$ cat src/logic/tsp_pkg.sv
// constants, register map and types of the transmit symbol pattern block
// What this block does
// - symbol 1 pattern is upper byte at 4Fh joined with lower byte at 50h
// - symbol 2 pattern is the whole byte of register 51h
// - symbol 3 pattern is the whole byte of register 52h
// - bits 7..4 at 53h give symbol 1 valid bits, code plus one
// - bits 3..0 at 53h give symbol 0 valid bits, code plus one
// - bits 6..4 at 54h give symbol 3 valid bits, code plus one
// - bits 2..0 at 54h give symbol 2 valid bits; bits 7 and 3 reserved
// - control bit 4 adds a burst of burst-length plus one bits before symbol 1
// - control bit 0 adds a burst of burst-length plus one bits before symbol 0
// - control bit 5 makes symbol 1 a burst with no pattern bits
// - control bit 1 makes symbol 0 a burst with no pattern bits
// - control bit 6 picks the level of the symbol 1 burst
// - control bit 2 picks the level of the symbol 0 burst
// - symbol 0 pattern is upper byte at 4Dh joined with lower byte at 4Eh
// - a three-bit rate code picks the bit rate from 26 kHz to 848 kHz
package tsp_pkg;
  // register indices; byte address is four times the index
  localparam logic [7:0] IDX_SYM0_HI = 8'h4D;
  localparam logic [7:0] IDX_SYM0_LO = 8'h4E;
  localparam logic [7:0] IDX_SYM1_HI = 8'h4F;
  localparam logic [7:0] IDX_SYM1_LO = 8'h50;
  localparam logic [7:0] IDX_SYM2 = 8'h51;
  localparam logic [7:0] IDX_SYM3 = 8'h52;
  localparam logic [7:0] IDX_LEN10 = 8'h53;
  localparam logic [7:0] IDX_LEN32 = 8'h54;
  localparam logic [7:0] IDX_BURST_CTL = 8'h55;
  localparam logic [7:0] IDX_BURST_LEN = 8'h58;
  localparam logic [7:0] IDX_RATE = 8'h59;
  localparam logic [7:0] IDX_CMD = 8'h5A;
  // field positions
  localparam int SYM1_LEN_LSB = 4;
  localparam int SYM0_LEN_LSB = 0;
  localparam int SYM3_LEN_LSB = 4;
  localparam int SYM2_LEN_LSB = 0;
  localparam int SYM0_BURST_ON = 0;
  localparam int SYM0_BURST_ALONE = 1;
  localparam int SYM0_BURST_LEVEL = 2;
  localparam int SYM1_BURST_ON = 4;
  localparam int SYM1_BURST_ALONE = 5;
  localparam int SYM1_BURST_LEVEL = 6;
  localparam logic [7:0] LEN32_MASK = 8'h77;
  localparam logic [7:0] BURST_CTL_MASK = 8'h77;
  // values after reset
  localparam logic [7:0] RST_BYTE = 8'h00;
  localparam logic [2:0] RST_RATE = 3'h2;
  // bit rates in kHz and divider counts at the 10 MHz clock
  localparam int CLK_KHZ = 10000;
  localparam int RATE_26_KHZ = 26;
  localparam int RATE_53_KHZ = 53;
  localparam int RATE_106_KHZ = 106;
  localparam int RATE_212_KHZ = 212;
  localparam int RATE_242_KHZ = 242;
  localparam int RATE_848_KHZ = 848;
  localparam logic [9:0] DIV_26 = 10'(CLK_KHZ / RATE_26_KHZ);
  localparam logic [9:0] DIV_53 = 10'(CLK_KHZ / RATE_53_KHZ);
  localparam logic [9:0] DIV_106 = 10'(CLK_KHZ / RATE_106_KHZ);
  localparam logic [9:0] DIV_212 = 10'(CLK_KHZ / RATE_212_KHZ);
  localparam logic [9:0] DIV_242 = 10'(CLK_KHZ / RATE_242_KHZ);
  localparam logic [9:0] DIV_848 = 10'(CLK_KHZ / RATE_848_KHZ);
  // status bits of the command register
  localparam int STAT_BUSY = 0;
  localparam int STAT_FULL = 1;
  localparam int STAT_EMPTY = 2;
  localparam int FIFO_DEPTH = 4;
  localparam int SYM_W = 2;

  typedef enum logic [1:0] {
    ST_IDLE = 2'b00,
    ST_BURST = 2'b01,
    ST_PATTERN = 2'b10
  } tsp_state_t;
endpackage

$ cat src/logic/tsp_fifo.sv
// small synchronous fifo with valid and ready on both sides
`timescale 1ns/100ps
module tsp_fifo #(
  parameter int WIDTH = 2,
  parameter int DEPTH = 4
) (
  input wire logic clk_i,
  input wire logic rst_i,
  input wire logic in_valid_i,
  output logic in_ready_o,
  input wire logic [WIDTH-1:0] in_data_i,
  output logic out_valid_o,
  input wire logic out_ready_i,
  output logic [WIDTH-1:0] out_data_o
);
  localparam int AW = $clog2(DEPTH);
  logic [WIDTH-1:0] mem [DEPTH];
  logic [AW-1:0] wr_ptr;
  logic [AW-1:0] rd_ptr;
  logic [AW:0] count;
  logic push;
  logic pop;

  // full and empty straight from the occupancy count
  assign in_ready_o = (count != (AW+1)'(DEPTH));
  assign out_valid_o = (count != '0);
  assign out_data_o = mem[rd_ptr];
  assign push = in_valid_i && in_ready_o;
  assign pop = out_valid_o && out_ready_i;

  // storage has no reset; only words below the count are ever read
  always_ff @(posedge clk_i) begin
    if (push) begin
      mem[wr_ptr] <= in_data_i;
    end
  end

  // pointers wrap; depth is a power of two
  always_ff @(posedge clk_i) begin
    if (rst_i) begin
      wr_ptr <= '0;
      rd_ptr <= '0;
      count <= '0;
    end else begin
      if (push) begin
        wr_ptr <= wr_ptr + 1'b1;
      end
      if (pop) begin
        rd_ptr <= rd_ptr + 1'b1;
      end
      if (push && !pop) begin
        count <= count + 1'b1;
      end else if (pop && !push) begin
        count <= count - 1'b1;
      end
    end
  end
endmodule

$ cat src/logic/tsp_symbol_gen.sv
// register file and serialiser for the four programmable transmit symbols
`timescale 1ns/100ps
module tsp_symbol_gen (
  input wire logic clk_i,
  input wire logic rst_i,
  input wire logic wb_cyc_i,
  input wire logic wb_stb_i,
  input wire logic wb_we_i,
  input wire logic [9:0] wb_adr_i,
  input wire logic [3:0] wb_sel_i,
  input wire logic [31:0] wb_dat_i,
  output logic [31:0] wb_dat_o,
  output logic wb_ack_o,
  output logic tx_bit_o,
  output logic tx_strobe_o,
  output logic tx_busy_o
);
  import tsp_pkg::*;

  logic [7:0] sym_zero_upper_byte;
  logic [7:0] sym_zero_lower_byte;
  logic [7:0] sym_one_upper_byte;
  logic [7:0] sym_one_lower_byte;
  logic [7:0] symbol_two_pattern;
  logic [7:0] symbol_three_pattern;
  logic [7:0] symbols_zero_one_length;
  logic [7:0] symbols_two_three_length;
  logic [7:0] symbols_zero_one_burst_control;
  logic [7:0] burst_length_setting;
  logic [2:0] sym_zero_one_bit_rate;

  tsp_state_t state;
  logic [SYM_W-1:0] cur_sym;
  logic cur_alone;
  logic cur_level;
  logic [15:0] shreg;
  logic [8:0] bit_left;
  logic [9:0] div_cnt;
  logic from_burst;

  logic req;
  logic [7:0] idx;
  logic is_cmd_wr;
  logic fifo_in_ready;
  logic fifo_out_valid;
  logic fifo_pop;
  logic [SYM_W-1:0] fifo_data;
  logic emit;
  logic next_bit;

  // valid bit count of a symbol, field plus one
  function automatic logic [4:0] valid_count(input logic [SYM_W-1:0] s);
    case (s)
      2'h0: valid_count = {1'b0, symbols_zero_one_length[SYM0_LEN_LSB +: 4]} + 5'h01;
      2'h1: valid_count = {1'b0, symbols_zero_one_length[SYM1_LEN_LSB +: 4]} + 5'h01;
      2'h2: valid_count = {2'h0, symbols_two_three_length[SYM2_LEN_LSB +: 3]} + 5'h01;
      default: valid_count = {2'h0, symbols_two_three_length[SYM3_LEN_LSB +: 3]} + 5'h01;
    endcase
  endfunction

  // pattern shifted so that the top valid bit sits at bit 15
  function automatic logic [15:0] aligned_pattern(input logic [SYM_W-1:0] s);
    logic [15:0] raw;
    raw = 16'h0000;
    case (s)
      2'h0: raw = {sym_zero_upper_byte, sym_zero_lower_byte};
      2'h1: raw = {sym_one_upper_byte, sym_one_lower_byte};
      2'h2: raw = {8'h00, symbol_two_pattern};
      default: raw = {8'h00, symbol_three_pattern};
    endcase
    aligned_pattern = raw << (5'h10 - valid_count(s));
  endfunction

  // divider count for a rate code; the three lowest codes fall back to 26 kHz
  function automatic logic [9:0] rate_div(input logic [2:0] code);
    case (code)
      3'h3: rate_div = DIV_53;
      3'h4: rate_div = DIV_106;
      3'h5: rate_div = DIV_212;
      3'h6: rate_div = DIV_242;
      3'h7: rate_div = DIV_848;
      default: rate_div = DIV_26;
    endcase
  endfunction

  // bus decode; byte address is four times the register index
  assign req = wb_cyc_i && wb_stb_i && !wb_ack_o;
  assign idx = wb_adr_i[9:2];
  assign is_cmd_wr = wb_we_i && (idx == IDX_CMD) && wb_sel_i[0];

  // wishbone ack; a command write waits while the fifo is full
  always_ff @(posedge clk_i) begin
    if (rst_i) begin
      wb_ack_o <= 1'b0;
    end else begin
      wb_ack_o <= req && (!is_cmd_wr || fifo_in_ready);
    end
  end

  // register writes land on the acking edge; lane 0 carries the byte
  always_ff @(posedge clk_i) begin
    if (rst_i) begin
      sym_zero_upper_byte <= RST_BYTE;
      sym_zero_lower_byte <= RST_BYTE;
      sym_one_upper_byte <= RST_BYTE;
      sym_one_lower_byte <= RST_BYTE;
      symbol_two_pattern <= RST_BYTE;
      symbol_three_pattern <= RST_BYTE;
      symbols_zero_one_length <= RST_BYTE;
      symbols_two_three_length <= RST_BYTE;
      symbols_zero_one_burst_control <= RST_BYTE;
      burst_length_setting <= RST_BYTE;
      sym_zero_one_bit_rate <= RST_RATE;
    end else if (req && wb_we_i && wb_sel_i[0]) begin
      case (idx)
        IDX_SYM0_HI: sym_zero_upper_byte <= wb_dat_i[7:0];
        IDX_SYM0_LO: sym_zero_lower_byte <= wb_dat_i[7:0];
        IDX_SYM1_HI: sym_one_upper_byte <= wb_dat_i[7:0];
        IDX_SYM1_LO: sym_one_lower_byte <= wb_dat_i[7:0];
        IDX_SYM2: symbol_two_pattern <= wb_dat_i[7:0];
        IDX_SYM3: symbol_three_pattern <= wb_dat_i[7:0];
        IDX_LEN10: symbols_zero_one_length <= wb_dat_i[7:0];
        IDX_LEN32: symbols_two_three_length <= wb_dat_i[7:0] & LEN32_MASK;
        IDX_BURST_CTL: symbols_zero_one_burst_control <= wb_dat_i[7:0] & BURST_CTL_MASK;
        IDX_BURST_LEN: burst_length_setting <= wb_dat_i[7:0];
        IDX_RATE: sym_zero_one_bit_rate <= wb_dat_i[2:0];
        default: ;
      endcase
    end
  end

  // read data; unmapped indices read as zero and still ack
  always_ff @(posedge clk_i) begin
    if (rst_i) begin
      wb_dat_o <= 32'h0000_0000;
    end else if (req && !wb_we_i) begin
      case (idx)
        IDX_SYM0_HI: wb_dat_o <= {24'h000000, sym_zero_upper_byte};
        IDX_SYM0_LO: wb_dat_o <= {24'h000000, sym_zero_lower_byte};
        IDX_SYM1_HI: wb_dat_o <= {24'h000000, sym_one_upper_byte};
        IDX_SYM1_LO: wb_dat_o <= {24'h000000, sym_one_lower_byte};
        IDX_SYM2: wb_dat_o <= {24'h000000, symbol_two_pattern};
        IDX_SYM3: wb_dat_o <= {24'h000000, symbol_three_pattern};
        IDX_LEN10: wb_dat_o <= {24'h000000, symbols_zero_one_length};
        IDX_LEN32: wb_dat_o <= {24'h000000, symbols_two_three_length};
        IDX_BURST_CTL: wb_dat_o <= {24'h000000, symbols_zero_one_burst_control};
        IDX_BURST_LEN: wb_dat_o <= {24'h000000, burst_length_setting};
        IDX_RATE: wb_dat_o <= {29'h00000000, sym_zero_one_bit_rate};
        IDX_CMD: wb_dat_o <= {29'h00000000, !fifo_out_valid, !fifo_in_ready, tx_busy_o};
        default: wb_dat_o <= 32'h0000_0000;
      endcase
    end
  end

  // queue of symbol numbers; software is stalled through ack when full
  tsp_fifo #(
    .WIDTH(SYM_W),
    .DEPTH(FIFO_DEPTH)
  ) u_fifo (
    .clk_i(clk_i),
    .rst_i(rst_i),
    .in_valid_i(req && is_cmd_wr),
    .in_ready_o(fifo_in_ready),
    .in_data_i(wb_dat_i[SYM_W-1:0]),
    .out_valid_o(fifo_out_valid),
    .out_ready_i(state == ST_IDLE),
    .out_data_o(fifo_data)
  );

  assign fifo_pop = fifo_out_valid && (state == ST_IDLE);
  // one bit goes out whenever the divider is at zero outside ST_IDLE
  assign emit = (state != ST_IDLE) && (div_cnt == 10'h000);
  assign next_bit = (state == ST_BURST) ? cur_level : shreg[15];

  // bit-time divider; keeps running down through idle so the last bit of a
  // symbol still lasts a full bit time before the next symbol starts
  always_ff @(posedge clk_i) begin
    if (rst_i) begin
      div_cnt <= 10'h000;
    end else if (emit) begin
      div_cnt <= rate_div(sym_zero_one_bit_rate) - 10'h001;
    end else if (div_cnt != 10'h000) begin
      div_cnt <= div_cnt - 10'h001;
    end
  end

  // symbol sequencer: burst first, then the valid pattern bits
  always_ff @(posedge clk_i) begin
    if (rst_i) begin
      state <= ST_IDLE;
      cur_sym <= 2'h0;
      cur_alone <= 1'b0;
      cur_level <= 1'b0;
      shreg <= 16'h0000;
      bit_left <= 9'h000;
    end else begin
      case (state)
        ST_IDLE: begin
          if (fifo_pop) begin
            cur_sym <= fifo_data;
            shreg <= aligned_pattern(fifo_data);
            if (fifo_data == 2'h0 && symbols_zero_one_burst_control[SYM0_BURST_ON]) begin
              state <= ST_BURST;
              cur_alone <= symbols_zero_one_burst_control[SYM0_BURST_ALONE];
              cur_level <= symbols_zero_one_burst_control[SYM0_BURST_LEVEL];
              bit_left <= {1'b0, burst_length_setting} + 9'h001;
            end else if (fifo_data == 2'h1
                         && symbols_zero_one_burst_control[SYM1_BURST_ON]) begin
              state <= ST_BURST;
              cur_alone <= symbols_zero_one_burst_control[SYM1_BURST_ALONE];
              cur_level <= symbols_zero_one_burst_control[SYM1_BURST_LEVEL];
              bit_left <= {1'b0, burst_length_setting} + 9'h001;
            end else begin
              state <= ST_PATTERN;
              cur_alone <= 1'b0;
              bit_left <= {4'h0, valid_count(fifo_data)};
            end
          end
        end
        ST_BURST: begin
          if (emit) begin
            bit_left <= bit_left - 9'h001;
            if (bit_left == 9'h001) begin
              if (cur_alone) begin
                state <= ST_IDLE;
              end else begin
                state <= ST_PATTERN;
                shreg <= aligned_pattern(cur_sym);
                bit_left <= {4'h0, valid_count(cur_sym)};
              end
            end
          end
        end
        ST_PATTERN: begin
          if (emit) begin
            shreg <= {shreg[14:0], 1'b0};
            bit_left <= bit_left - 9'h001;
            if (bit_left == 9'h001) begin
              state <= ST_IDLE;
            end
          end
        end
        default: state <= ST_IDLE;
      endcase
    end
  end

  // serial output toward the modulator, one strobe per bit
  always_ff @(posedge clk_i) begin
    if (rst_i) begin
      tx_bit_o <= 1'b0;
      tx_strobe_o <= 1'b0;
      from_burst <= 1'b0;
    end else begin
      tx_strobe_o <= emit;
      from_burst <= emit && (state == ST_BURST);
      if (emit) begin
        tx_bit_o <= next_bit;
      end
    end
  end

  // busy while a symbol is on air or still queued
  always_ff @(posedge clk_i) begin
    if (rst_i) begin
      tx_busy_o <= 1'b0;
    end else begin
      tx_busy_o <= (state != ST_IDLE) || fifo_out_valid;
    end
  end
endmodule

$ cat config.mk
export PLATFORM = sky130hd
export DESIGN_NAME = tsp_symbol_gen
export DESIGN_NICKNAME = d
export VERILOG_FILES = /design/src/logic/tsp_pkg.sv /design/src/logic/tsp_fifo.sv /design/src/logic/tsp_symbol_gen.sv
export SDC_FILE = /design/constraint.sdc
export NUM_CORES = 1
export LEC_CHECK = 0
export ABC_AREA = 1
export BUFFER_PORTS_ARGS = -buffer_cell sky130_fd_sc_hd__buf_2
export CORE_UTILIZATION = 30
export DETAILED_ROUTE_END_ITERATION = 10
export PLACE_DENSITY_LB_ADDON = 0.25
export SYNTH_ARGS = -nofsm -noshare
export SYNTH_HDL_FRONTEND = slang
export SYNTH_SLANG_ARGS = --single-unit
$ cat constraint.sdc
create_clock -name clk_i -period 9.5 [get_ports clk_i]
set_clock_uncertainty 0.15 [all_clocks]
set_input_delay 2.85 -clock clk_i [delete_from_list [all_inputs] [get_ports clk_i]]
set_output_delay 2.85 -clock clk_i [all_outputs]
set_load 0.1 [all_outputs]
==> metrics.md <==
| Metric | Value |
|---|---|
| Yosys top cell area share | `between 20 and 30%` |
| Synth Area in Simple Gates | `between 30% and 40%` |
| MaxCap Viol Count | `0` |
| CP Capture Type | `flop` |
| DRT met1 WL | `between 15000 and 20000 um` |
| Vias per cell | `~5.2` |
| Adder-cell share of the synthesized area | `approximately 2.5%` |
| Clock sinks | `around 150` |
| Post-route cell area | `11200 um^2` |
| Final min period | `~5000 ps` |
| Area leader, netlist | `dfxtp_1` |
| Wire per inst | `17.8 um` |
| Total global-route track usage | `around 22%` |
| Top post-synthesis cells by area | `dfxtp_1 28%, nand2_1 17%, nand3_1 9.0%` |
| Pin count of the biggest net entering global routing | `~110` |
| # DRC | `0` |
| Post-synth top cells | `448 x nand2_1, 183 x nand3_1, 172 x inv_1` |
| Clk slew on worst S/H paths | `80 ps` |
| Worst slew pin tran | `1170 ps` |
| Met3 WL post-DR | `between 2000 and 3000 um` |
| Layout cells sized above 1 | `~7.3%` |
| Synth warn | `0` |
| # nets final | `around 1700` |
| Fmax | `198 MHz` |
| # H-tree levels | `4` |
| Startpoint Class | `input pin` |
| Worst path depth | `14` |
| Critical path class | `input pin to flop` |
| Clock power share | `between 20% and 30%` |
| Syn_area_per_cell | `around 6.2 um^2` |
| Core ar. | `around 33000 um^2` |
| Final period util | `a little over half` |
| Synthesis-stage register bit count | `between 100 and 150` |
| Final setup margin | `between 4000 and 5000 ps` |
| RR Endpoint | `shreg[15]$_SDFFE_PP0P_` |
| Post-synthesis mux area share | `0%` |
| Worst Setup SP | `wb_cyc_i` |
| Flop pwr share | `approximately a quarter` |
| Pins Over Slew Limit | `0` |
| Most frequent cell after synthesis | `nand2_1` |
| Endpoints failing setup | `0` |
| Post-Syn Area | `about 10000 um^2` |
| CP Max Fanout | `10` |
| Post-CTS sizing | `0` |
| Compound-gate portion of the synthesized area | `a little under a fifth` |
| PwrDens | `292 nW/um^2` |
| Final hold violations | `0` |
| Worst Hold Class | `flop to flop` |
| Die W | `186 um` |
| DP Area | `approximately 11000 um^2` |
| Setup Slack @ Placement | `4030 ps` |
| Largest family of logic cells by synthesized area | `simple AND/OR/NAND/NOR gates` |
| Area of the die | `~35000 um^2` |
| Cell Rows | `66` |
| RSZ-0062 raised after global routing | `false` |
| Count of cell types in the netlist | `54` |
| I/O Pins | `between 80 and 90` |
| Crit path to | `u_fifo.count[2]$_SDFFE_PP0P_` |
| 1st-iter DRT viols | `between 1000 and 1500` |
| DR top layer | `met4` |
| Worst-Skew Late Latency | `450 ps` |
| DPL Wire Length | `approximately 28000 um` |
| Hold buffer count at CTS | `0` |
| Die height | `about 190 um` |
| TritonRoute pass-1 iters | `5` |
| Final Core Density | `between 30% and 40%` |
| Sequential fraction of the synthesis area | `slightly above 30%` |
| Port Buffer Count | `33` |
| Post-synth top flop | `dfxtp_1` |
| Worst EP arrival | `5240 ps` |
| TritonCTS clock tree | `done` |
| Global-route wire length before repair | `just under 60000 um` |
| GRT Residual Overflow | `0` |
| XOR/XNOR share of the synthesized area | `approximately 1.2%` |
| Combinational Power Share | `between 50% and 60%` |
| Number of synthesized flops with an enable pin | `8` |
| Number of global-route vias before repair | `9966` |
| Status | `complete, no violations` |
| Relative slew slack | `approximately 21%` |
| Max rail drop VDD | `approximately 0.13 mV` |
| Internal cell power | `~1.6 mW` |
| Antenna-violating nets left | `0` |
| CTS max path bufs | `2` |
| Metal2 WL | `16300 um` |
| P_sw | `about 1.7 mW` |
| Placer congestion estimate | `0.950` |
| Buf/Inv on CP | `4` |
| Reg-to-reg slack, setup | `5290 ps` |
| Cts bufs inserted | `17` |
| CP top delay family | `simple AND/OR/NAND/NOR gates` |
| Cell Chain, Critical Path | `buf_2, nand2_1, nor2_1, inv_1, nor3_2, clkinv_1, nor3_1, ha_1, inv_1, fa_1, a21oi_1, o21ai_0, o21ai_0, a21oi_1` |
| Detailed-route wire length | `37000 um` |
| WP data required | `just under 10000 ps` |
| Post-CTS setup buffer count | `0` |
| Clock root buffer | `clkbuf_16` |
| Area grow syn2layout | `10.2%` |
| Worst path max stage delay | `410 ps` |
| Starting density of the core | `30.9%` |
| Slowest CP cell | `clkinv_1` |
| R2R cell count | `15` |
| Static Leak | `4.79 nW` |
| Post-synth ARST share | `0%` |
| Gate Count Post-Synth | `1625` |
| RR Startpoint | `cur_sym[0]$_SDFFE_PP0P_` |
| DR vias | `roughly 11000` |
| Total power | `between 3 and 4 mW` |
| Initial antenna violation count | `1` |
| Switching part of the total | `51.6%` |
| Fillers | `3658` |
| Final TNS setup | `0 ps` |
placed cells by master (no fill, tap or decap), drive strengths merged, types with 15 or more instances in the layout:
cell	count
conb	24
nand2	462
dfxtp	141
clkbuf	17
inv	186
o21ai	146
nor3	25
buf	38
nand4	15
ha	19
o22ai	21
a21oi	129
nand3	189
nor2	124
stage by stage:
stage	hold slack, ps	cells
final	307	2081
after floorplan	267	1648
after global placement	289	2047
after CTS	306	2079
after global routing	321	2079
after detailed placement	293	2047
layout make-up:
cell class / count / area [um^2] / share of cell area (%)
clock inverter: 15 / 200 / 1.79
antenna: 2 / 5.00 / 0.0448
timing repair buffer: 38 / 203 / 1.81
tap: 442 / 553 / 4.95
sequential: 149 / 3060 / 27.4
multi-input combinational: 1235 / 6040 / 54.0
inverter: 183 / 688 / 6.16
clock buffer: 17 / 425 / 3.81
power groups by stage:
stage                     clock, mW  sequential [mW]  combinational, mW
after floorplan                   0            0.796               1.36
after global placement            0            0.810               1.71
after detailed placement          0            0.810               1.71
after CTS                     0.739            0.797               1.72
after global routing          0.762            0.809               1.96
final                         0.729            0.799               1.73
worst min-delay path by stage:
stage,slack [ps],from,depth (start not counted),endpoint
2_1_floorplan,270,div_cnt[9]$_SDFFE_PP0P_,2,div_cnt[9]$_SDFFE_PP0P_
3_3_place_gp,290,div_cnt[9]$_SDFFE_PP0P_,2,div_cnt[9]$_SDFFE_PP0P_
3_5_place_dp,290,div_cnt[9]$_SDFFE_PP0P_,2,div_cnt[9]$_SDFFE_PP0P_
4_1_cts,310,div_cnt[9]$_SDFFE_PP0P_,2,div_cnt[9]$_SDFFE_PP0P_
5_1_grt,320,div_cnt[9]$_SDFFE_PP0P_,2,div_cnt[9]$_SDFFE_PP0P_
6_report,310,div_cnt[9]$_SDFFE_PP0P_,2,div_cnt[9]$_SDFFE_PP0P_
tightest hold or removal path: stages (launching register included):
cell and delay [ps]:
dfxtp_1 320, nand2_1 70, nor2_1 30
metal layers:
layer  global-route usage [%]  vias up
met5                        0        -
met4                     7.51        0
met3                     4.15       57
met2                     35.0      409
met1                     30.3     4979
li1                         -     5348
kinds of logic (layout without fill, tap and decap cells):
kind of cell    Yosys count  after routing
buf+inv                 264            253
compound gates          341            341
flops                   149            149
fa+ha+maj                20             20
other cells               1             26
xor+xnor                 14             14
simple gates            836            836
flip-flops by register name, indices dropped and copies added, names as in the netlist, 6 cells and up, named ones only:
signal and flops:
symbols_two_three_length 6, div_cnt 10, burst_length_setting 8, sym_one_upper_byte 8
symbol_three_pattern 8, shreg 16, sym_one_lower_byte 8, symbols_zero_one_length 8
symbols_zero_one_burst_control 6, symbol_two_pattern 8, u_fifo.mem 8, sym_zero_lower_byte 8
sym_zero_upper_byte 8, wb_dat_o 8, bit_left 9
No activity file was read; power rests on OpenSTA's default activity.
